<file path="config.mk">
export PLATFORM = sky130hd
export DESIGN_NAME = rtc_top
export DESIGN_NICKNAME = d
export VERILOG_FILES = /design/src/rtc_top.v /design/src/rtc_wave.v /design/src/rtc_cal.v
export VERILOG_INCLUDE_DIRS = /design/src /design/src/src
export SDC_FILE = /design/constraint.sdc
export NUM_CORES = 1
export LEC_CHECK = 0
export BUFFER_PORTS_ARGS = -buffer_cell sky130_fd_sc_hd__buf_4
export CORE_ASPECT_RATIO = 0.7
export CORE_MARGIN = 1.5
export CORE_UTILIZATION = 35
export CTS_CLUSTER_SIZE = 30
export DETAILED_ROUTE_END_ITERATION = 8
export PLACE_DENSITY = 0.49
export SETUP_SLACK_MARGIN = 0.4
export SYNTH_ARGS = -nofsm -noshare
export SYNTH_HDL_FRONTEND = slang
export SYNTH_HIERARCHICAL = 1
export SYNTH_SLANG_ARGS = --single-unit
</file>
<file path="constraint.sdc">
create_clock -name i_clk -period 10.7 [get_ports i_clk]
set_clock_uncertainty 0.05 [all_clocks]
set_input_delay 2.14 -clock i_clk [delete_from_list [all_inputs] [get_ports i_clk]]
set_output_delay 2.14 -clock i_clk [all_outputs]
set_load 0.01 [all_outputs]
</file>
<file path="src/rtc_consts.vh">
// Register map, field positions, reset values and timing counts of the clock core.
`ifndef RTC_CONSTS_VH
`define RTC_CONSTS_VH
// ****************************************************************
// Register offsets
// ****************************************************************
`define RTC_A_SEC    3'h0
`define RTC_A_MIN    3'h1
`define RTC_A_HOUR   3'h2
`define RTC_A_WDAY   3'h3
`define RTC_A_DATE   3'h4
`define RTC_A_MON    3'h5
`define RTC_A_YEAR   3'h6
`define RTC_A_CTRL   3'h7
// ****************************************************************
// Field positions and masks
// ****************************************************************
`define RTC_B_OSCDIS 7
`define RTC_B_HR12   6
`define RTC_B_PM     5
`define RTC_B_OUT    7
`define RTC_B_OSF    5
`define RTC_B_SQUARE_WAVE_ENABLE   4
`define RTC_B_RSHI   1
`define RTC_B_RSLO   0
`define RTC_M_MIN    8'h7F
`define RTC_M_HOUR   8'h7F
`define RTC_M_WDAY   8'h07
`define RTC_M_DATE   8'h3F
`define RTC_M_MON    8'h1F
// ****************************************************************
// Reset values and bus address
// ****************************************************************
`define RTC_CTRL_RST 8'hB3
`define RTC_SEC_RST  8'h00
`define RTC_ONE_RST  8'h01
`define RTC_DEV_ADDR 7'h52
// ****************************************************************
// Timing
// ****************************************************************
`define RTC_CLK_KHZ  24'd125000
`define RTC_OSF_MS   24'd100
`define RTC_REC_MS   24'd2
`define RTC_OSF_CYC  (`RTC_OSF_MS * `RTC_CLK_KHZ)
`define RTC_REC_CYC  (`RTC_REC_MS * `RTC_CLK_KHZ)
`endif

</file>
<file path="src/rtc_top.v">
// Serial-bus clock and calendar core: bus slave, control, oscillator watch.
// Behaviour
// - Master reads and writes all seven time counters.
// - Year divisible by four gives 29-day February.
// - Rate bits pick 1Hz, 4.096k, 8.192k, 32.768k.
// - Wave disabled: pin holds the OUT bit level.
// - Wave enable routes divided crystal to pin.
// - Counters advance on falling edge of 1Hz.
// - Oscillator halt sets the stop flag.
// - Stop flag sticks; only a zero write clears.
// - Seconds bit 7 disables the oscillator.
// - Stop flag rises 100 ms after halt.
// - Power return blocks bus 2 ms if running.
// - Packed BCD counters, unused bits read zero.
// - Hours bit 6 selects 12/24-hour, bit5 PM.
// - Below power-fail threshold, bus ignored, time runs.
// - Date wraps by month length, leap February.
`timescale 1ns/100ps
`include "rtc_consts.vh"
module rtc_top #(
  parameter [23:0] OSF_CYC = `RTC_OSF_CYC,
  parameter [23:0] REC_CYC = `RTC_REC_CYC
) (
  input  wire i_clk,
  input  wire i_rst,
  input  wire i_scl,
  input  wire i_sda,
  output reg  o_sda,
  output reg  o_sda_oe_n,
  input  wire i_osc,
  input  wire i_below_power_fail_threshold,
  output reg  o_wave_or_level_pin,
  output wire o_wave_or_level_pin_oe_n
);
  // ****************************************************************
  // Bus engine states
  // ****************************************************************
  localparam [4:0] ST_IDLE = 5'b00001;
  localparam [4:0] ST_RX   = 5'b00010;
  localparam [4:0] ST_ACK  = 5'b00100;
  localparam [4:0] ST_TX   = 5'b01000;
  localparam [4:0] ST_MACK = 5'b10000;
  localparam [1:0] PH_ADDR = 2'd0;
  localparam [1:0] PH_PTR  = 2'd1;
  localparam [1:0] PH_DATA = 2'd2;
  localparam [7:0] CTRL_RST = `RTC_CTRL_RST;

  reg  [4:0]  state_reg;
  reg  [3:0]  cnt_reg;
  reg  [7:0]  sh_reg;
  reg  [7:0]  tx_reg;
  reg  [2:0]  ptr_reg;
  reg  [1:0]  phase_reg;
  reg         rw_reg;
  reg         mack_reg;
  reg         scl_q;
  reg         sda_q;
  reg         wr_reg;
  reg  [2:0]  wr_addr_reg;
  reg  [7:0]  wr_data_reg;

  // Control register fields.
  reg         out_reg;
  reg         osf_reg;
  reg         square_wave_enable_reg;
  reg  [1:0]  rate_reg;

  // Oscillator watch and power recovery.
  reg         osc_q;
  reg         run_reg;
  reg         osf_set_reg;
  reg  [23:0] idle_reg;
  reg         vlow_q;
  reg  [23:0] rec_reg;

  wire [7:0]  sec;
  wire [7:0]  min;
  wire [7:0]  hour;
  wire [7:0]  wday;
  wire [7:0]  date;
  wire [7:0]  mon;
  wire [7:0]  year;
  wire        sec_tick;
  reg  [7:0]  rd_byte;

  // ****************************************************************
  // Oscillator gating and watch
  // ****************************************************************
  wire osc_dis  = sec[`RTC_B_OSCDIS];  // Writing 1 stops the crystal.
  wire osc_rise = i_osc & ~osc_q & ~osc_dis;
  wire osc_lvl  = osc_q & ~osc_dis;

  // A crystal that shows no rising edge for the stop delay is declared
  // halted; disabling it lands here too, so both paths set the flag the
  // same way. The counter saturates so a long halt fires only once.
  always @(posedge i_clk or posedge i_rst) begin
    if (i_rst) begin
      osc_q       <= 1'b0;
      idle_reg    <= 24'h000000;
      run_reg     <= 1'b0;
      osf_set_reg <= 1'b0;
    end else begin
      osc_q       <= i_osc;
      osf_set_reg <= 1'b0;
      if (osc_rise) begin
        idle_reg <= 24'h000000;
        run_reg  <= 1'b1;
      end else if (idle_reg != OSF_CYC - 24'h000001) begin
        idle_reg <= idle_reg + 24'h000001;
      end else if (run_reg) begin
        run_reg     <= 1'b0;
        osf_set_reg <= 1'b1;
      end
    end
  end

  // ****************************************************************
  // Power-return recovery window
  // ****************************************************************
  wire power_back = vlow_q & ~i_below_power_fail_threshold;
  wire rec_arm    = power_back & ~osc_dis & run_reg;
  // The arming cycle itself is blocked too, so no start slips in before the wait loads.
  wire bus_ok     = ~i_below_power_fail_threshold & ~rec_arm & (rec_reg == 24'h000000);

  // The wait is taken only with the crystal enabled and running.
  always @(posedge i_clk or posedge i_rst) begin
    if (i_rst) begin
      vlow_q  <= 1'b0;
      rec_reg <= 24'h000000;
    end else begin
      vlow_q <= i_below_power_fail_threshold;
      if (rec_arm)
        rec_reg <= REC_CYC;
      else if (rec_reg != 24'h000000)
        rec_reg <= rec_reg - 24'h000001;
    end
  end

  // ****************************************************************
  // Control and status register
  // ****************************************************************
  wire ctrl_wr = wr_reg & (wr_addr_reg == `RTC_A_CTRL);

  // A halt reported in the same cycle as a clearing write still sets
  // the flag, so no stop event is ever lost.
  always @(posedge i_clk or posedge i_rst) begin
    if (i_rst) begin
      out_reg  <= CTRL_RST[`RTC_B_OUT];
      osf_reg  <= CTRL_RST[`RTC_B_OSF];
      square_wave_enable_reg <= CTRL_RST[`RTC_B_SQUARE_WAVE_ENABLE];
      rate_reg <= CTRL_RST[`RTC_B_RSHI:`RTC_B_RSLO];
    end else begin
      if (ctrl_wr) begin
        out_reg  <= wr_data_reg[`RTC_B_OUT];
        square_wave_enable_reg <= wr_data_reg[`RTC_B_SQUARE_WAVE_ENABLE];
        rate_reg <= wr_data_reg[`RTC_B_RSHI:`RTC_B_RSLO];
        osf_reg  <= osf_set_reg | (osf_reg & wr_data_reg[`RTC_B_OSF]);
      end else begin
        osf_reg  <= osf_reg | osf_set_reg;
      end
    end
  end

  // ****************************************************************
  // Counters and wave output
  // ****************************************************************
  rtc_cal u_cal (
    .i_clk     (i_clk),
    .i_rst     (i_rst),
    .i_tick    (sec_tick),
    .i_wr      (wr_reg),
    .i_wr_addr (wr_addr_reg),
    .i_wr_data (wr_data_reg),
    .o_sec     (sec),
    .o_min     (min),
    .o_hour    (hour),
    .o_wday    (wday),
    .o_date    (date),
    .o_mon     (mon),
    .o_year    (year)
  );

  rtc_wave u_wave (
    .i_clk      (i_clk),
    .i_rst      (i_rst),
    .i_osc_rise (osc_rise),
    .i_osc_lvl  (osc_lvl),
    .i_rate     (rate_reg),
    .i_square_wave_enable     (square_wave_enable_reg),
    .i_out_lvl  (out_reg),
    .o_pin_oe_n (o_wave_or_level_pin_oe_n),
    .o_sec_tick (sec_tick)
  );

  // The wave pin only ever pulls low; its enable carries the waveform.
  always @(posedge i_clk or posedge i_rst) begin
    if (i_rst)
      o_wave_or_level_pin <= 1'b0;
    else
      o_wave_or_level_pin <= 1'b0;
  end

  // ****************************************************************
  // Read multiplexer
  // ****************************************************************
  always @* begin
    case (ptr_reg)
      `RTC_A_SEC:  rd_byte = sec;
      `RTC_A_MIN:  rd_byte = min;
      `RTC_A_HOUR: rd_byte = hour;
      `RTC_A_WDAY: rd_byte = wday;
      `RTC_A_DATE: rd_byte = date;
      `RTC_A_MON:  rd_byte = mon;
      `RTC_A_YEAR: rd_byte = year;
      default:     rd_byte = {out_reg, 1'b0, osf_reg, square_wave_enable_reg, 2'b00, rate_reg};
    endcase
  end

  // ****************************************************************
  // Serial bus slave
  // ****************************************************************
  wire scl_rise = i_scl & ~scl_q;
  wire scl_fall = ~i_scl & scl_q;
  wire start    = scl_q & i_scl & sda_q & ~i_sda;
  wire stop     = scl_q & i_scl & ~sda_q & i_sda;

  // Pins are sampled on the core clock; the master's slow serial clock
  // leaves many core cycles per bit. Start and stop override any state,
  // and a blocked bus is held idle with the data line released.
  always @(posedge i_clk or posedge i_rst) begin
    if (i_rst) begin
      state_reg   <= ST_IDLE;
      cnt_reg     <= 4'h0;
      sh_reg      <= 8'h00;
      tx_reg      <= 8'h00;
      ptr_reg     <= 3'h0;
      phase_reg   <= PH_ADDR;
      rw_reg      <= 1'b0;
      mack_reg    <= 1'b0;
      scl_q       <= 1'b1;
      sda_q       <= 1'b1;
      wr_reg      <= 1'b0;
      wr_addr_reg <= 3'h0;
      wr_data_reg <= 8'h00;
      o_sda       <= 1'b0;
      o_sda_oe_n  <= 1'b1;
    end else begin
      scl_q  <= i_scl;
      sda_q  <= i_sda;
      wr_reg <= 1'b0;
      o_sda  <= 1'b0;
      if (!bus_ok || stop) begin
        state_reg  <= ST_IDLE;
        o_sda_oe_n <= 1'b1;
      end else if (start) begin
        state_reg  <= ST_RX;
        phase_reg  <= PH_ADDR;
        cnt_reg    <= 4'h0;
        o_sda_oe_n <= 1'b1;
      end else begin
        case (state_reg)
          ST_RX: begin
            if (scl_rise) begin
              sh_reg  <= {sh_reg[6:0], i_sda};
              cnt_reg <= cnt_reg + 4'h1;
            end else if (scl_fall && cnt_reg == 4'h8) begin
              if (phase_reg == PH_ADDR) begin
                if (sh_reg[7:1] == `RTC_DEV_ADDR) begin
                  rw_reg     <= sh_reg[0];
                  state_reg  <= ST_ACK;
                  o_sda_oe_n <= 1'b0;
                end else begin
                  state_reg <= ST_IDLE;
                end
              end else if (phase_reg == PH_PTR) begin
                ptr_reg    <= sh_reg[2:0];
                state_reg  <= ST_ACK;
                o_sda_oe_n <= 1'b0;
              end else begin
                wr_reg      <= 1'b1;
                wr_addr_reg <= ptr_reg;
                wr_data_reg <= sh_reg;
                ptr_reg     <= ptr_reg + 3'h1;
                state_reg   <= ST_ACK;
                o_sda_oe_n  <= 1'b0;
              end
            end
          end
          ST_ACK: begin
            if (scl_fall) begin
              cnt_reg <= 4'h0;
              if (phase_reg == PH_ADDR && rw_reg) begin
                tx_reg     <= {rd_byte[6:0], 1'b0};
                ptr_reg    <= ptr_reg + 3'h1;
                o_sda_oe_n <= rd_byte[7];
                state_reg  <= ST_TX;
              end else begin
                phase_reg  <= (phase_reg == PH_ADDR) ? PH_PTR : PH_DATA;
                o_sda_oe_n <= 1'b1;
                state_reg  <= ST_RX;
              end
            end
          end
          ST_TX: begin
            if (scl_fall) begin
              cnt_reg <= cnt_reg + 4'h1;
              if (cnt_reg == 4'h7) begin
                o_sda_oe_n <= 1'b1;
                mack_reg   <= 1'b0;
                state_reg  <= ST_MACK;
              end else begin
                o_sda_oe_n <= tx_reg[7];
                tx_reg     <= {tx_reg[6:0], 1'b0};
              end
            end
          end
          ST_MACK: begin
            if (scl_rise) begin
              mack_reg <= ~i_sda;
            end else if (scl_fall) begin
              cnt_reg <= 4'h0;
              if (mack_reg) begin
                tx_reg     <= {rd_byte[6:0], 1'b0};
                ptr_reg    <= ptr_reg + 3'h1;
                o_sda_oe_n <= rd_byte[7];
                state_reg  <= ST_TX;
              end else begin
                state_reg <= ST_IDLE;
              end
            end
          end
          ST_IDLE: begin
            o_sda_oe_n <= 1'b1;
          end
          default: begin
            state_reg  <= ST_IDLE;
            o_sda_oe_n <= 1'b1;
          end
        endcase
      end
    end
  end
endmodule // rtc_top

</file>
<file path="src/rtc_wave.v">
// Crystal divider, square-wave or level pin driver and one-second tick.
`timescale 1ns/100ps
`include "rtc_consts.vh"
module rtc_wave (
  input  wire       i_clk,
  input  wire       i_rst,
  input  wire       i_osc_rise,
  input  wire       i_osc_lvl,
  input  wire [1:0] i_rate,
  input  wire       i_square_wave_enable,
  input  wire       i_out_lvl,
  output reg        o_pin_oe_n,
  output reg        o_sec_tick
);
  reg [14:0] div_reg;
  reg        wave;

  // Pick the divided crystal phase that matches the rate select.
  always @* begin
    case (i_rate)
      2'b00:   wave = div_reg[14];  // 1 Hz.
      2'b01:   wave = div_reg[2];   // 4.096 kHz.
      2'b10:   wave = div_reg[1];   // 8.192 kHz.
      default: wave = i_osc_lvl;    // 32.768 kHz.
    endcase
  end

  // The pin is open drain, so a high level is a released pin.
  always @(posedge i_clk or posedge i_rst) begin
    if (i_rst) begin
      div_reg    <= 15'h0000;
      o_pin_oe_n <= 1'b1;
      o_sec_tick <= 1'b0;
    end else begin
      if (i_osc_rise)
        div_reg <= div_reg + 15'h0001;
      // The 1 Hz phase falls exactly when the divider wraps.
      o_sec_tick <= i_osc_rise & (div_reg == 15'h7FFF);
      o_pin_oe_n <= i_square_wave_enable ? wave : i_out_lvl;
    end
  end
endmodule // rtc_wave

</file>
<file path="src/rtc_cal.v">
// BCD time and calendar counters with a byte write port.
`timescale 1ns/100ps
`include "rtc_consts.vh"
module rtc_cal (
  input  wire       i_clk,
  input  wire       i_rst,
  input  wire       i_tick,
  input  wire       i_wr,
  input  wire [2:0] i_wr_addr,
  input  wire [7:0] i_wr_data,
  output reg  [7:0] o_sec,
  output reg  [7:0] o_min,
  output reg  [7:0] o_hour,
  output reg  [7:0] o_wday,
  output reg  [7:0] o_date,
  output reg  [7:0] o_mon,
  output reg  [7:0] o_year
);
  // ****************************************************************
  // Helpers
  // ****************************************************************
  function [7:0] bcd_inc;
    input [7:0] v;
    begin
      bcd_inc = (v[3:0] == 4'h9) ? {v[7:4] + 4'h1, 4'h0} : v + 8'h01;
    end
  endfunction

  // Year mod 4 from BCD digits: tens times ten adds twice the tens.
  function is_leap;
    input [7:0] y;
    begin
      is_leap = (({y[4], 1'b0} + y[1:0]) == 2'b00);
    end
  endfunction

  function [7:0] last_day;
    input [7:0] m;
    input [7:0] y;
    begin
      case (m)
        8'h02:   last_day = is_leap(y) ? 8'h29 : 8'h28;
        8'h04, 8'h06, 8'h09, 8'h11: last_day = 8'h30;
        default: last_day = 8'h31;
      endcase
    end
  endfunction

  // ****************************************************************
  // Carry chain
  // ****************************************************************
  wire       h12   = o_hour[`RTC_B_HR12];
  wire [4:0] hr12  = o_hour[4:0];
  wire       c_sec = i_tick & (o_sec[6:0] == 7'h59);
  wire       c_min = c_sec & (o_min == 8'h59);
  wire       c_hr  = c_min & (h12 ? (o_hour[5:0] == 6'h31) : (o_hour[5:0] == 6'h23));
  wire       c_dt  = c_hr & (o_date == last_day(o_mon, o_year));
  wire       c_mo  = c_dt & (o_mon == 8'h12);
  wire [7:0] sec_i = bcd_inc({1'b0, o_sec[6:0]});

  function wr_hit;
    input [2:0] a;
    begin
      wr_hit = i_wr & (i_wr_addr == a);
    end
  endfunction

  // A write wins over a carry into the same register; unused bits stay zero.
  always @(posedge i_clk or posedge i_rst) begin
    if (i_rst) begin
      o_sec  <= `RTC_SEC_RST;
      o_min  <= `RTC_SEC_RST;
      o_hour <= `RTC_SEC_RST;
      o_wday <= `RTC_ONE_RST;
      o_date <= `RTC_ONE_RST;
      o_mon  <= `RTC_ONE_RST;
      o_year <= `RTC_SEC_RST;
    end else begin
      if (wr_hit(`RTC_A_SEC))
        o_sec <= i_wr_data;
      else if (i_tick)
        o_sec <= {o_sec[`RTC_B_OSCDIS], c_sec ? 7'h00 : sec_i[6:0]};
      if (wr_hit(`RTC_A_MIN))
        o_min <= i_wr_data & `RTC_M_MIN;
      else if (c_sec)
        o_min <= c_min ? 8'h00 : bcd_inc(o_min);
      if (wr_hit(`RTC_A_HOUR))
        o_hour <= i_wr_data & `RTC_M_HOUR;
      else if (c_min) begin
        if (!h12)
          o_hour <= c_hr ? 8'h00 : bcd_inc(o_hour);
        else if (hr12 == 5'h12)
          o_hour <= {2'b01, o_hour[`RTC_B_PM], 5'h01};
        else if (hr12 == 5'h11)
          o_hour <= {2'b01, ~o_hour[`RTC_B_PM], 5'h12};
        else
          o_hour <= {2'b01, o_hour[`RTC_B_PM], 5'h00} | bcd_inc({3'b000, hr12});
      end
      if (wr_hit(`RTC_A_WDAY))
        o_wday <= i_wr_data & `RTC_M_WDAY;
      else if (c_hr)
        o_wday <= (o_wday == 8'h07) ? 8'h01 : o_wday + 8'h01;
      if (wr_hit(`RTC_A_DATE))
        o_date <= i_wr_data & `RTC_M_DATE;
      else if (c_hr)
        o_date <= c_dt ? 8'h01 : bcd_inc(o_date);
      if (wr_hit(`RTC_A_MON))
        o_mon <= i_wr_data & `RTC_M_MON;
      else if (c_dt)
        o_mon <= c_mo ? 8'h01 : bcd_inc(o_mon);
      if (wr_hit(`RTC_A_YEAR))
        o_year <= i_wr_data;
      else if (c_mo)
        o_year <= (o_year == 8'h99) ? 8'h00 : bcd_inc(o_year);
    end
  end
endmodule // rtc_cal

</file>
Word-level counts from Yosys, hierarchy flattened
Index checks and enable logic that the tools add are counted.
W data, S select, Z words.
{ "classes": {"add_sub_neg": 21, "bitwise": 47, "n_reduce_logical": 38, "n_mux": 115, "eq_ne": 75} }
{ "ops": {"columns": ["cell", "count"], "rows": [
  ["$mux W8", 35],
  ["$mux W24", 4],
  ["$pmux W8 S7", 1],
  ["$mux W5", 10],
  ["$add A8 B1 Y8 const B", 6],
  ["$mux W1", 32],
  ["$ne A4 B4 Y1 const B", 8],
  ["$and A1 B1 Y1", 30],
  ["$mux W3", 10],
  ["$eq A4 B4 Y1 const B", 7],
  ["$mux W4", 7],
  ["$ne A2 B2 Y1 const B", 13],
  ["$pmux W5 S5", 1],
  ["$add A24 B1 Y24 const B", 1],
  ["$add A4 B1 Y4 const B", 6],
  ["$eq A8 B3 Y1 const B", 3],
  ["$logic_not A24 Y1", 1],
  ["$ne A24 B24 Y1 const B", 1],
  ["$pmux W8 S3", 1],
  ["$reduce_bool A2 Y1", 12],
  ["$reduce_bool A24 Y1", 1],
  ["$sub A24 B1 Y24 const B", 1],
  ["$eq A3 B3 Y1 const B", 7],
  ["$mux W7", 3],
  ["other kinds (54)", 95]
]} }
{ "totals": {"inputBits": 6, "ff_bits": 177, "out_inout_bits": 4} }

Logic depth before layout (Yosys ltp)
Gate-level depths: netlist of the first run.
{ "logic_depth": {"depth_word": 11, "ltp_mapped": 10, "ltp_nobuf": 9} }

By module
Netlist of the first run, hierarchy kept.
{ "by_module_without_submodules": {"columns": ["module", "instances", "cells_per_inst", "area_per_inst_um2"], "rows": [
  ["rtc_top", 1, 563, 5631.7],
  ["rtc_cal", 1, 498, 4015.1],
  ["rtc_wave", 1, 64, 795.8]
]} }

Least setup slack after synthesis of the first run
No wires, ideal clock.
{ "synth_path": {"path_type": "input port to flip-flop", "from": "in i_osc", "to": "reg u_wave.div_reg[12]", "arrival_ns": 3.921, "required_time_ns": 10.571, "path_stages": 5, "path_buffers": 1, "slack_ns": 6.650, "setup_time_ns": 0.079, "path_cell_list": "nor3b_1 clkbuf_1 nand4_4 nor4_2 xor2_1"} }
{ "synth_between": {"elab_chain_len": 2} }
{ "synth_rtl": {"columns": ["item", "line_no", "source"], "rows": [
  ["start, declared", "rtc_top.v:30", "input wire i_osc,"],
  ["$and A1 B1 Y1 (2 in series)", "rtc_top.v:90", "wire osc_rise = i_osc & ~osc_q & ~osc_dis;"],
  ["net osc_rise", "rtc_top.v:90", null],
  ["end signal, assigned", "rtc_wave.v:36", "div_reg <= div_reg + 15'h0001;"],
  ["end, declared", "rtc_wave.v:15", "reg [14:0] div_reg;"]
]} }
The timed path passes the listed nets, and every way through them passes these cells.
A chain may end at the register's enable or synchronous reset.

Worst setup path in the final report of the first run
{ "layout_path": {"from": "in i_scl", "to": "reg ptr_reg[0]"} }
{ "layout_between": {"elab_chain_len": 6, "word_cells_on_any_way": 18} }
{ "layout_rtl": {"columns": ["item", "line_no", "source"], "rows": [
  ["start, declared", "rtc_top.v:26", "input wire i_scl,"],
  ["$and A1 B1 Y1", "rtc_top.v:224, rtc_top.v:225", null],
  ["$and A1 B1 Y1 (2 in series)", "rtc_top.v:225", "wire stop = scl_q & i_scl & ~sda_q & i_sda;"],
  ["$logic_or A1 B1 Y1", "rtc_top.v:252", "if (!bus_ok || stop) begin"],
  ["$not A1 Y1 (no line)", null, null],
  ["$reduce_and A11 Y1 (no line) *", null, null],
  ["end signal, assigned", "rtc_top.v:276", "ptr_reg <= sh_reg[2:0];"],
  ["end signal, assigned", "rtc_top.v:283", "ptr_reg <= ptr_reg + 3'h1;"],
  ["end signal, assigned", "rtc_top.v:294", "ptr_reg <= ptr_reg + 3'h1;"],
  ["end, declared", "rtc_top.v:52", "reg [2:0] ptr_reg;"]
]} }
Every way passes the cells marked *; elsewhere a longest branch is shown, timed or not.

==> results by stage, run 1 <==
STA:
- The worst path in the final design needs a cycle of 3.86 ns, including I/O delays and setup.
- For the pin with the worst max-slew slack, the measured transition is 1.06 ns.
- The fraction of the cycle the final worst path needs is 36.1%.
- The worst path meets setup with 6.84 ns of slack.
- Headroom to the max-slew limit came out at 28.7%.
- The number of pins exceeding their max-slew limit in the final report came to 0.
- The number of hold-slack violations in the final timing report is 0.
- Setup repair after global routing left no endpoint under its margin.
- Setup violations remaining at the end of the flow were counted as 0.
- The maximum clock rate is 259 MHz.
- The final total negative setup slack is 0 ns.

Routing:
- For this run, design rule violations remaining after detail routing come to 0.
- Detailed routing inserted a total of 8407 vias.
- After detailed routing, the average wire length per cell comes to 18.2 µm.
- After detailed routing, the total wire length is 27300 µm.
- The first routing iteration left 760 violations.
- The pre-antenna-repair detailed-routing pass consisted of 6 iterations.
- The count of nets left with antenna violations once routing finished came out at 0.
- In the routed layout, each cell is associated on average with a via count of 5.59.

Worst setup path:
- The slowest cell on the critical path is sky130_fd_sc_hd__or4b_4.
- The worst setup path category is primary input to flip-flop.
- Along the worst path, the maximum fanout reaches 10.
- Data on the critical path is required at its endpoint by 11.03 ns.
- The kind of launch point of the worst setup path is a primary input.
- Walking the worst path, the cells encountered are buf_4 -> nand2b_1 -> nor3_1 -> a31oi_1 -> or4b_4 -> or3_1 -> nand3_1.
- The kind of end point of the critical path is a flip-flop.
- For this run, the slowest stage of the critical path takes 0.55 ns.
- The data arrival at the endpoint of the critical path is 4.19 ns.

Synth:
- The proportion of netlist area held by the largest area contributor is 39.1%.
- The prevailing post-synth register cell is sky130_fd_sc_hd__dfrtp_1.
- The leading cell type by number of instances after synthesis is sky130_fd_sc_hd__dfrtp_1.
- Counting flops and latches in the post-synthesis netlist gives 176.
- Synthesis produced 1125 cells.
- The leading area contributor after synthesis is sky130_fd_sc_hd__dfrtp_1.
- In this run, distinct cell masters in the synthesized netlist total 79.
- Yosys attributes the largest share of cell area to sky130_fd_sc_hd__dfrtp_1 (39%), sky130_fd_sc_hd__xor2_1 (4.3%), sky130_fd_sc_hd__nor2_1 (4.1%), sky130_fd_sc_hd__nand2_1 (4.1%), sky130_fd_sc_hd__mux2_2 (4.0%).
- A synthesized cell averages 9.28 µm².
- By count the netlist is led by sky130_fd_sc_hd__dfrtp_1 (163), sky130_fd_sc_hd__nor2_1 (115), sky130_fd_sc_hd__nand2_1 (114).
- The synthesized netlist occupies a cell area of 10400 µm².
- The number of enable flip-flop cells after synthesis is 0.
- For this run, the register share of the synthesized area comes to 42.3%.
- Counting flops with an async set or reset pin after synthesis yields a share of 100%.
- The Yosys step of the flow raised 6 warnings.

GRT:
- For this run, the total global-route usage over all layers was measured as 18.6%.
- The first-pass GRT wire length is 44800 µm.
- Entering global routing, the biggest net connects 75 pins.
- The number of global-route vias before repair is 7742.
- The initial antenna violation count was 0.
- The total congestion overflow after global routing is 0.

Floorplanning:
- The chip width is 209 µm.
- After floorplanning, the core was sized to cover 29100 µm².
- 10 I/O pins were placed.
- The floorplan step defined a die boundary enclosing 30900 µm².
- The effective utilization at floorplan is 35.8%.
- The die span in y is 148 µm.
- The floorplan has 52 rows.

Power and ir drop:
- Summed over all nets, the switching power comes to 0.398 mW.
- The static leakage power is 4.84 nW.
- Power spread over the standard cell area amounts to 131 nW/µm².
- Of the total power, the share spent switching nets is 26.6%.
- The sequential share of power is 49.3%.
- The clock network accounts for 43.0% of the total power.
- The worst-case IR drop observed on VDD is 0.0851 mV.
- The total internal power is 1.10 mW.
- Per report_power, the combinational group accounts for 7.6% of the total.
- The overall power consumption is 1.50 mW.

Finish:
- The final layout contains 1149 nets.
- The growth of design area from synthesis to finish is 9.66%.
- The summed area of non-filler cells in the final layout is 11500 µm².
- The filler cells instantiated in the layout total 2883.
- Leaving out filler cells and counting taps, the final layout contains 1503.
- Cells with a size suffix above 1 make up 11.9% of the layout.
- The number of diodes added for antenna fixing is 0.

Placement:
- Detailed placement finished with a half-perimeter wire length of 19300 µm.
- The number of placed instances, taps included, is 1471.
- The worst slack at placement is 6.44 ns.
- At the end of routability-driven placement, the weighted congestion stood at 0.872.
- The placed cell area is 10900 µm².
- Input and output buffers added on the ports amount to 7.

Clock tree:
- CTS built an H-tree with a depth of 4.
- Clock-pin slew was measured on the worst setup and hold paths at 0.07 ns.
- Buffers added to address setup during post-CTS repair amount to 0.
- The number of clock buffers added by TritonCTS is 17.
- The maximum buffer depth of the clock tree is 2.
- Clock tree synthesis found a total of 176 sinks.
- TritonCTS built the clock tree.
- The number of gates given a new drive strength after cts is 0.
- The tree is rooted in a sky130_fd_sc_hd__clkbuf_16.
- The number of buffers inserted by hold repair at cts is 0.
- The later-pin clock latency in the skew report is 0.45 ns.

Outcome:
- The flow ran to the end, and the final reports show no timing, DRC or antenna violations.

Hold path:
- In this run the worst hold path is classified as flip-flop to flip-flop.

Run:
- The tool flagged a number of max-cap violations equal to 0.
## power by group through the flow
| stage | Combinational (mW) | Sequential (mW) | Clock [mW] |
|---|---|---|---|
| 4_1_cts | 0.117 | 0.740 | 0.668 |
| 3_5_place_dp | 0.117 | 0.752 | 0 |
| 6_report | 0.114 | 0.740 | 0.645 |
| 5_1_grt | 0.132 | 0.748 | 0.696 |
| 2_1_floorplan | 0.0909 | 0.742 | 0 |
| 3_3_place_gp | 0.116 | 0.752 | 0 |
## cell type report
| cell class | instances | area [µm²] | area share, % |
|---|---|---|---|
| clock inverters | 12 | 145 | 1.27 |
| multi-input cells | 871 | 5740 | 50.1 |
| well taps | 378 | 473 | 4.13 |
| flip-flops and latches | 176 | 4420 | 38.6 |
| clock buffers | 20 | 447 | 3.90 |
| repair buffers | 14 | 105 | 0.918 |
| inverters | 32 | 123 | 1.07 |
## cell families (layout without fill, tap and decap cells)
group           count (synthesis)  count (layout)  synth area share (%)
simple gates                  499             499                  25.8
fa+ha+maj                      31              31                  3.71
xor+xnor                       72              72                  6.04
buf+inv                        79              78                  2.95
compound gates                216             216                  13.7
other cells                     1               2                0.0359
mux                            51              51                  5.45
flops                         176             176                  42.3
## critical path, delay by kind of cell
kind | cells | cell delay, ns
compound gates | 1 | 0.19
simple gates | 5 | 1.70
buf+inv | 1 | 0.15
## metrics by stage
step	util [%]	hold slack (ns)
global route	39.3	0.429
global placement	37.3	0.373
finish	39.3	0.396
floorplan	-	0.360
CTS	39.3	0.401
detailed placement	37.3	0.384
## layout by cell type, fill, tap and decap left out, types with 5 or more instances in the layout
master	synthesis	routed
sky130_fd_sc_hd__a211oi_1	13	13
sky130_fd_sc_hd__a21oi_1	41	41
sky130_fd_sc_hd__a221oi_1	5	5
sky130_fd_sc_hd__a222oi_1	18	18
sky130_fd_sc_hd__a31oi_1	18	18
sky130_fd_sc_hd__and2_1	5	5
sky130_fd_sc_hd__and3_1	21	21
sky130_fd_sc_hd__and4_1	6	6
sky130_fd_sc_hd__buf_4	2	14
sky130_fd_sc_hd__clkbuf_16	0	17
sky130_fd_sc_hd__dfrtp_1	163	163
sky130_fd_sc_hd__dfstp_2	13	13
sky130_fd_sc_hd__ha_1	31	31
sky130_fd_sc_hd__inv_1	31	29
sky130_fd_sc_hd__inv_6	0	6
sky130_fd_sc_hd__mux2_2	37	37
sky130_fd_sc_hd__mux2i_1	13	13
sky130_fd_sc_hd__nand2_1	114	114
sky130_fd_sc_hd__nand2b_1	10	10
sky130_fd_sc_hd__nand3_1	56	56
sky130_fd_sc_hd__nand3b_1	8	8
sky130_fd_sc_hd__nand4_1	25	25
sky130_fd_sc_hd__nand4b_1	6	6
sky130_fd_sc_hd__nor2_1	115	115
sky130_fd_sc_hd__nor2b_1	18	18
sky130_fd_sc_hd__nor3_1	33	33
sky130_fd_sc_hd__nor3b_1	9	8
sky130_fd_sc_hd__nor4_1	13	13
sky130_fd_sc_hd__o211ai_1	5	5
sky130_fd_sc_hd__o21ai_0	68	68
sky130_fd_sc_hd__o22ai_1	10	10
sky130_fd_sc_hd__o31ai_1	5	5
sky130_fd_sc_hd__or2_2	10	10
sky130_fd_sc_hd__or3_1	11	11
sky130_fd_sc_hd__or4_1	6	6
sky130_fd_sc_hd__xnor2_1	21	21
sky130_fd_sc_hd__xor2_1	51	51
## path summary, 6_finish.rpt
| kind | startpoint | to | slack (ns) | depth (start not counted) |
|---|---|---|---|---|
| max reg2reg | u_cal/o_sec[1] | u_cal/o_year[4] | 7.23 | 9 |
| max | i_scl | ptr_reg[0] | 6.84 | 7 |
| max in group asynchronous | i_rst | state_reg[3] | 7.65 | 3 |
| min | osf_set_reg | osf_reg | 0.40 | 1 |
| min in group asynchronous | i_rst | idle_reg[15] | 1.64 | 2 |
| min reg2reg | osf_set_reg | osf_reg | 0.40 | 1 |
## routing by layer
layer	GRT usage [%]	part of all wire, %	vias up
li1	-	-	4074
met1	31.2	56	4093
met2	23.0	37	223
met3	4.04	5.8	17
met4	4.60	1.1	0
met5	0	0	-
No activity file was read; power rests on OpenSTA's default activity.
==> run 2: changes to the inputs <==
==> constraint.sdc (replaced) <==
create_clock -name i_clk -period 3.6 [get_ports i_clk]
set_clock_uncertainty 0.05 [all_clocks]
set_input_delay 0.72 -clock i_clk [delete_from_list [all_inputs] [get_ports i_clk]]
set_output_delay 0.72 -clock i_clk [all_outputs]
set_load 0.01 [all_outputs]
==> results by stage, run 2 (same netlist as run 1, synthesis figures left out) <==
Worst setup path:
- The endpoint required time on the critical path was 3.94 ns (-7.09 ns).
- In this run the critical register-to-register path is launched from u_cal/o_min[4].
- The maximum fanout count along the critical path came to 12 (+2).
- The setup slack of the most critical reg-to-reg path is 0.66 ns (-6.57 ns).
- The count of cells along the worst register-to-register path came to 10 (+1).
- The data arrival at the endpoint of the critical path came to 3.27 ns (-0.92 ns).
- The worst register-to-register path ends at u_cal/o_wday[6].
- STA classifies the critical path endpoint as a flip-flop.
- The worst setup path category is flip-flop to flip-flop.
- STA classifies the critical path startpoint as a flip-flop.

Routing:
- The count of vias placed by the detailed router was 8475 (+0.81%).
- The total routed wirelength is 28300 µm (+3.7%).
- The routed length per instance is 18.7 µm (+2.8%).
- The number of nets with antenna violations after detailed routing is 0 (unchanged).
- The via-per-instance ratio was 5.59 (about the same).
- The number of DRC markers in iteration 0 is 844 (+11%).
- The number of detailed-routing iterations run before antenna repair was 9 (+3).
- The remaining design rule violation count came to 0 (unchanged).

Finish:
- The final net count is 1162 (+1.1%).
- The number of diodes added for antenna fixing is 0 (unchanged).
- The core occupancy in the finished layout is 39.8% (+0.52 points).
- The proportion of layout cells with a drive suffix above 1 was 13.0% (+1.1 points).
- The library cell used most frequently in the layout, excluding fill and tap cells, is sky130_fd_sc_hd__dfrtp_1.
- In the layout the commonest cells are sky130_fd_sc_hd__dfrtp_1 (163), sky130_fd_sc_hd__nor2_1 (115), sky130_fd_sc_hd__nand2_1 (114).
- The summed area of non-filler cells in the final layout is 11600 µm² (+1.3%).
- The area used by multi-input combinational logic came to 5740 µm² (about the same).
- The growth of design area from synthesis to finish is 11.1%.
- The area occupied by registers is 4420 µm² (unchanged).
- The fill cell instance count of the final layout is 2893 (+0.35%).

GRT:
- The maximum number of pins on one net before global-route repair is 60 (-20%).
- The first-pass GRT wire length came to 45500 µm (+1.4%).
- The number of global-route vias before repair is 7743 (+0.013%).
- The total congestion overflow after global routing is 0 (unchanged).
- The overall fraction of global-route tracks in use came to 19.0% (+0.40 points).
- The initial antenna violation count is 0 (unchanged).

STA:
- The transition time of the tightest slew-check pin came to 1.11 ns (+0.0539 ns).
- The worst relative slew slack is 25.3% (-3.4 points).
- The number of pins exceeding their max-slew limit in the final report is 0 (unchanged).
- The maximum clock rate is 340 MHz.
- The clock period could shrink to 2.94 ns.
- The setup slack after layout is 0.661 ns (-6.18 ns).
- Setup repair after global routing left no endpoint under its margin.
- The final total negative setup slack is 0 ns (unchanged).
- The fraction of the cycle the final worst path needs is 81.7%.
- The count of final setup violators is 0 (unchanged).
- The number of hold-slack violations in the final timing report is 0 (unchanged).

Placement:
- The routability congestion estimate from global placement came to 0.884 (+1.4%).
- The HPWL after detailed placement came to 20300 µm (+5.4%).
- The count of buffers from port buffering was 7 (unchanged).
- The placed cell area is 11000 µm² (+1.0%).
- The worst slack at placement is 0.657 ns (-5.78 ns).

Clock tree:
- The number of H-tree levels came to 4 (unchanged).
- The clock tree root driver cell is sky130_fd_sc_hd__clkbuf_16.
- The maximum buffer depth of the clock tree is 2 (unchanged).
- The number of buffers inserted by hold repair at cts is 0 (unchanged).
- The TritonCTS buffer count is 17 (unchanged).
- The later-pin clock latency in the skew report came to 0.45 ns (about the same).
- The clock transition at the registers of the reported paths is 0.07 ns (about the same).
- The clock tree from TritonCTS is yes.
- The post-CTS setup repair buffer count is 0 (unchanged).
- The TritonCTS sink count was 176 (unchanged).
- The number of gates given a new drive strength after cts is 0 (unchanged).

Floorplanning:
- The number of rows created at floorplan is 52 (unchanged).
- The core footprint is 29100 µm² (unchanged).
- The effective utilization at floorplan is 35.8% (unchanged).
- The die area is 30900 µm² (unchanged).
- The number of I/O pins is 10 (unchanged).
- The chip width is 209 µm (unchanged).
- The die span in y is 148 µm (unchanged).

Power and ir drop:
- The total power per unit cell area is 393 nW/µm² (+200%).
- The overall power consumption is 4.56 mW (+200%).
- The largest voltage drop on the vdd net is 0.275 mV (+220%).
- The static leakage power is 4.92 nW (+1.7%).

Run:
- The max capacitance violation total is 0 (unchanged).

Outcome:
- The run finished with clean final reports.

Hold path:
- The path class of the tightest hold or removal check is primary input to async pin.
==> run 2: cell types whose count changed in the layout (fill, tap and decap cells not counted), sizes merged <==
cell and delta:
buf +13, inv -5, bufinv +2, clkinvlp +2, clkinv +1
==> run 2: metal layers <==
metal	track usage [%]	up-vias	wire length [µm]
met5	0	-	0
met4	3.99	0	208
met3	3.51	20	1540
met2	24.2	205	10800
met1	31.9	4149	15700
li1	-	4101	-
==> run 2: layout make-up <==
type,count,area share (%)
sequential,176,38.1
inverter,32,1.07
clock buffer,20,3.85
tap,378,4.08
multi-input combinational,871,49.5
clock inverter,12,1.55
timing repair buffer,27,1.85
==> run 2: worst max-delay path by stage <==
stage               slack [ns]            from  depth (start not counted)                 end
finish                    0.66  u_cal/o_min[4]                         10     u_cal/o_wday[6]
global route              0.52  u_cal/o_mon[5]                          8     u_cal/o_year[2]
floorplan                 0.97           i_osc                          5  u_wave/div_reg[12]
global placement          0.70           i_sda                          7           tx_reg[5]
CTS                       0.63  u_cal/o_mon[5]                          9     u_cal/o_year[2]
detailed placement        0.66           i_sda                          7           tx_reg[2]
==> run 2: through the flow <==
stage               cells  hold slack, ns
floorplan            1126           0.360
global placement     1484           0.378
detailed placement   1484           0.377
CTS                  1516           0.224
global route         1516           0.230
finish               1516           0.233
==> run 2: report_power, final <==
part           internal [mW]  switching, mW  total [mW]
registers               2.08          0.121        2.20
clock network           1.19          0.835        2.02
logic                  0.139          0.203       0.342
total                   3.40           1.16        4.56
==> run 2: worst max-delay path: stages (launching register included) <==
cell,delay [ns]
sky130_fd_sc_hd__dfrtp_1,0.58
sky130_fd_sc_hd__ha_1,0.22
sky130_fd_sc_hd__nand3b_1,0.16
sky130_fd_sc_hd__nor4_4,0.25
sky130_fd_sc_hd__buf_4,0.20
sky130_fd_sc_hd__nand3_2,0.14
sky130_fd_sc_hd__buf_4,0.23
sky130_fd_sc_hd__and2_1,0.26
sky130_fd_sc_hd__or4_1,0.53
sky130_fd_sc_hd__a21oi_1,0.15
sky130_fd_sc_hd__a21o_1,0.10
==> run 3: changes to the inputs <==
--- a/config.mk
+++ b/config.mk
@@ -6,6 +6,7 @@
 export SDC_FILE = /design/constraint.sdc
 export NUM_CORES = 1
 export LEC_CHECK = 0
+export ABC_AREA = 1
 export BUFFER_PORTS_ARGS = -buffer_cell sky130_fd_sc_hd__buf_4
 export CORE_ASPECT_RATIO = 0.7
 export CORE_MARGIN = 1.5
==> constraint.sdc (replaced) <==
create_clock -name i_clk -period 2.8 [get_ports i_clk]
set_clock_uncertainty 0.05 [all_clocks]
set_input_delay 0.56 -clock i_clk [delete_from_list [all_inputs] [get_ports i_clk]]
set_output_delay 0.56 -clock i_clk [all_outputs]
set_load 0.01 [all_outputs]
==> results by stage, run 3 <==
Worst setup path:
- The data arrival at the endpoint of the critical path was 2.47 ns (-0.80 ns).
- The worst setup path category is flip-flop to flip-flop.
- The maximum fanout count along the critical path is 14 (+2).
- The worst register-to-register path begins at state_reg[1].
- STA classifies the critical path startpoint as a flip-flop.
- The count of cells along the worst register-to-register path is 8 (-2).
- Traced cell by cell, the critical path runs through nor2_1 -> nand3_2 -> nor2_1 -> inv_1 -> a21oi_2 -> nand3_2 -> nor2_4 -> o21ai_0.
- The worst setup path is captured at a flip-flop.
- The biggest cell delay along the critical path is 0.40 ns (-0.18 ns).
- The slowest cell on the critical path is sky130_fd_sc_hd__dfrtp_1.
- The capturing point of the worst reg2reg path is tx_reg[2].
- The setup slack of the most critical reg-to-reg path is 0.61 ns (-0.05 ns).
- The endpoint required time on the critical path came to 3.08 ns (-0.86 ns).

Routing:
- The remaining design rule violation count was 0 (unchanged).
- The count of vias placed by the detailed router is 10100 (+19%).
- The via-per-instance ratio is 5.04 (-9.9%).
- The total routed wirelength is 31600 µm (+12%).
- The routed length per instance is 15.7 µm (-16%).
- The number of detailed-routing iterations run before antenna repair was 5 (-4).
- The number of nets with antenna violations after detailed routing was 0 (unchanged).
- The number of DRC markers in iteration 0 is 945 (+12%).

Synth:
- The number of enable flip-flop cells after synthesis is 0 (unchanged).
- By area the synthesized netlist is led by sky130_fd_sc_hd__dfrtp_1 (36%), sky130_fd_sc_hd__nand2_1 (13%), sky130_fd_sc_hd__inv_1 (7.7%), sky130_fd_sc_hd__nor2_1 (5.2%), sky130_fd_sc_hd__nand3_1 (4.6%).
- The synthesis-stage register bit count was 176 (unchanged).
- The post-synth design cell area is 11300 µm² (+7.7%).
- The synthesized area divided by synthesized cell count came to 7.25 µm² (-22%).
- The commonest cells after synthesis are sky130_fd_sc_hd__nand2_1 (381), sky130_fd_sc_hd__inv_1 (230), sky130_fd_sc_hd__dfrtp_1 (163).
- Among all flip-flop cells after synthesis, the most frequent one is sky130_fd_sc_hd__dfrtp_1.
- The async set-reset flop share out of synthesis is 100% (unchanged).
- The proportion of netlist area held by the largest area contributor is 36.3% (-2.8 points).
- The leading cell type by number of instances after synthesis is sky130_fd_sc_hd__nand2_1.
- The leading area contributor after synthesis is sky130_fd_sc_hd__dfrtp_1.
- The distinct cell type count after synthesis is 59 (-25%).
- The number of cells produced by synthesis came to 1551 (+38%).
- The sequential fraction of the synthesis area is 39.3% (-3.0 points).
- The number of warnings issued by yosys came to 6 (unchanged).

Floorplanning:
- The effective utilization at floorplan came to 35.8% (about the same).
- The number of rows created at floorplan came to 54 (+3.8%).
- The number of I/O pins is 10 (unchanged).
- The die span in y is 153 µm (+3.7%).
- The chip width was 217 µm (+3.7%).
- The core footprint was 31400 µm² (+7.8%).
- The die area is 33200 µm² (+7.6%).

Clock tree:
- The TritonCTS buffer count is 17 (unchanged).
- The number of buffers inserted by hold repair at cts was 0 (unchanged).
- The clock transition at the registers of the reported paths is 0.07 ns (about the same).
- The number of gates given a new drive strength after cts is 0 (unchanged).
- The number of H-tree levels is 4 (unchanged).
- The maximum buffer depth of the clock tree is 2 (unchanged).
- The later-pin clock latency in the skew report was 0.46 ns (about the same).
- CTS placed an instance of sky130_fd_sc_hd__clkbuf_16 at the clock tree root.
- The TritonCTS sink count is 176 (unchanged).
- The clock tree from TritonCTS is yes.
- The post-CTS setup repair buffer count came to 0 (unchanged).

STA:
- The transition time of the tightest slew-check pin is 0.658 ns (-0.457 ns).
- The number of hold-slack violations in the final timing report is 0 (unchanged).
- The worst relative slew slack is 56.1% (+31 points).
- The number of pins exceeding their max-slew limit in the final report came to 0 (unchanged).
- The clock period minus worst slack came to 2.19 ns (-0.751 ns).
- The minimum hold slack is 0.130 ns (-0.103 ns).
- Setup repair after global routing left no endpoint under its margin.
- The fraction of the cycle the final worst path needs is 78.2% (-3.5 points).
- The maximum clock rate is 457 MHz (+34%).
- The final total negative setup slack came to 0 ns (unchanged).
- The count of final setup violators is 0 (unchanged).

Finish:
- The most common cell after layout, fill and taps aside is sky130_fd_sc_hd__nand2_1.
- The proportion of layout cells with a drive suffix above 1 is 10.5% (-2.5 points).
- Leaving out fill and tap cells, the most frequent cells in the layout are sky130_fd_sc_hd__nand2_1 (381), sky130_fd_sc_hd__inv_1 (228), sky130_fd_sc_hd__dfrtp_1 (163).
- The number of diodes added for antenna fixing is 0 (unchanged).
- The final net count is 1610 (+39%).
- The fill cell instance count of the final layout is 3301 (+14%).
- The area growth from synthesis to layout is 10.6%.
- The summed area of non-filler cells in the final layout is 12400 µm² (+7.3%).

Placement:
- The count of buffers from port buffering is 7 (unchanged).
- The routability congestion estimate from global placement is 0.879 (-0.58%).
- The HPWL after detailed placement came to 23800 µm (+17%).
- The placed cell area is 11900 µm² (+8.0%).

Power and ir drop:
- The total power per unit cell area came to 461 nW/µm² (+17%).
- The largest voltage drop on the vdd net is 0.361 mV (+31%).
- The static leakage power is 5.99 nW (+22%).

GRT:
- The first-pass GRT wire length came to 51600 µm (+13%).
- The total congestion overflow after global routing is 0 (unchanged).
- The number of global-route vias before repair is 9223 (+19%).
- The overall fraction of global-route tracks in use was 19.7% (+0.72 points).
- The initial antenna violation count came to 0 (unchanged).
- The maximum number of pins on one net before global-route repair is 104 (+73%).

Outcome:
- The run finished with clean final reports.

Run:
- The max capacitance violation total is 0 (unchanged).

Hold path:
- The worst hold path class is primary input to async pin.
-- run 3: area by class of cell --
cell class	count	area [µm²]	share of cell area, %
tap	420	526	4.22
sequential	176	4420	35.5
timing repair buffer	20	175	1.41
clock buffer	22	464	3.73
multi-input combinational	1107	5800	46.6
clock inverter	10	113	0.905
inverter	251	948	7.62
-- run 3: logic make-up (layout without fill, tap and decap cells) --
group	Yosys count	after routing	share of synthesized area, %
AO/OA/AOI/OAI	242	242	12.4
XOR/XNOR	25	25	1.95
adder cells (fa/ha/maj)	31	31	3.45
buffers and inverters	269	303	9.34
flip-flops	176	176	39.3
multiplexers	2	2	0.189
other	1	2	0.0333
AND/OR/NAND/NOR	805	805	33.4
-- run 3: report_power, final --
part | switching (mW) | internal (mW)
Clock | 1.08 | 1.36
Sequential | 0.110 | 2.66
Combinational | 0.353 | 0.176
-- run 3: worst max-delay path by stage --
stage | cells past startpoint | start | slack, ns | endpoint
after global routing | 10 | idle_reg[0] | 0.42 | idle_reg[12]
after CTS | 8 | state_reg[1] | 0.61 | tx_reg[2]
after floorplan | 1 | i_rst | 0.82 | u_cal/o_date[1]
after global placement | 8 | i_sda | 0.53 | cnt_reg[0]
after detailed placement | 8 | i_sda | 0.53 | cnt_reg[3]
final | 8 | state_reg[1] | 0.61 | tx_reg[2]
-- run 3: metal layers --
| layer | vias up | share of wire (%) | GRT usage (%) |
|---|---|---|---|
| met2 | 268 | 38 | 25.5 |
| met4 | 0 | 1.0 | 5.06 |
| li1 | 5093 | - | - |
| met3 | 19 | 6.1 | 3.36 |
| met1 | 4729 | 54 | 32.6 |
| met5 | - | 0 | 0 |
-- run 3: worst max-delay path, delay by kind of cell, from the launching register on --
kind / cells / cell delay, ns
buffers and inverters: 1 / 0.09
DFF: 1 / 0.40
and+or+nand+nor: 5 / 1.26
AOI/OAI and AO/OA: 2 / 0.26
-- run 3: per-stage QoR --
stage	worst slack [ns]	instances	utilization, %	power [mW]
2_1_floorplan	0.824	1552	-	3.21
3_3_place_gp	0.531	1974	37.7	3.35
3_5_place_dp	0.529	1974	37.7	3.35
4_1_cts	0.611	2006	39.6	5.81
5_1_grt	0.419	2006	39.6	6.03
6_report	0.611	2006	39.6	5.74
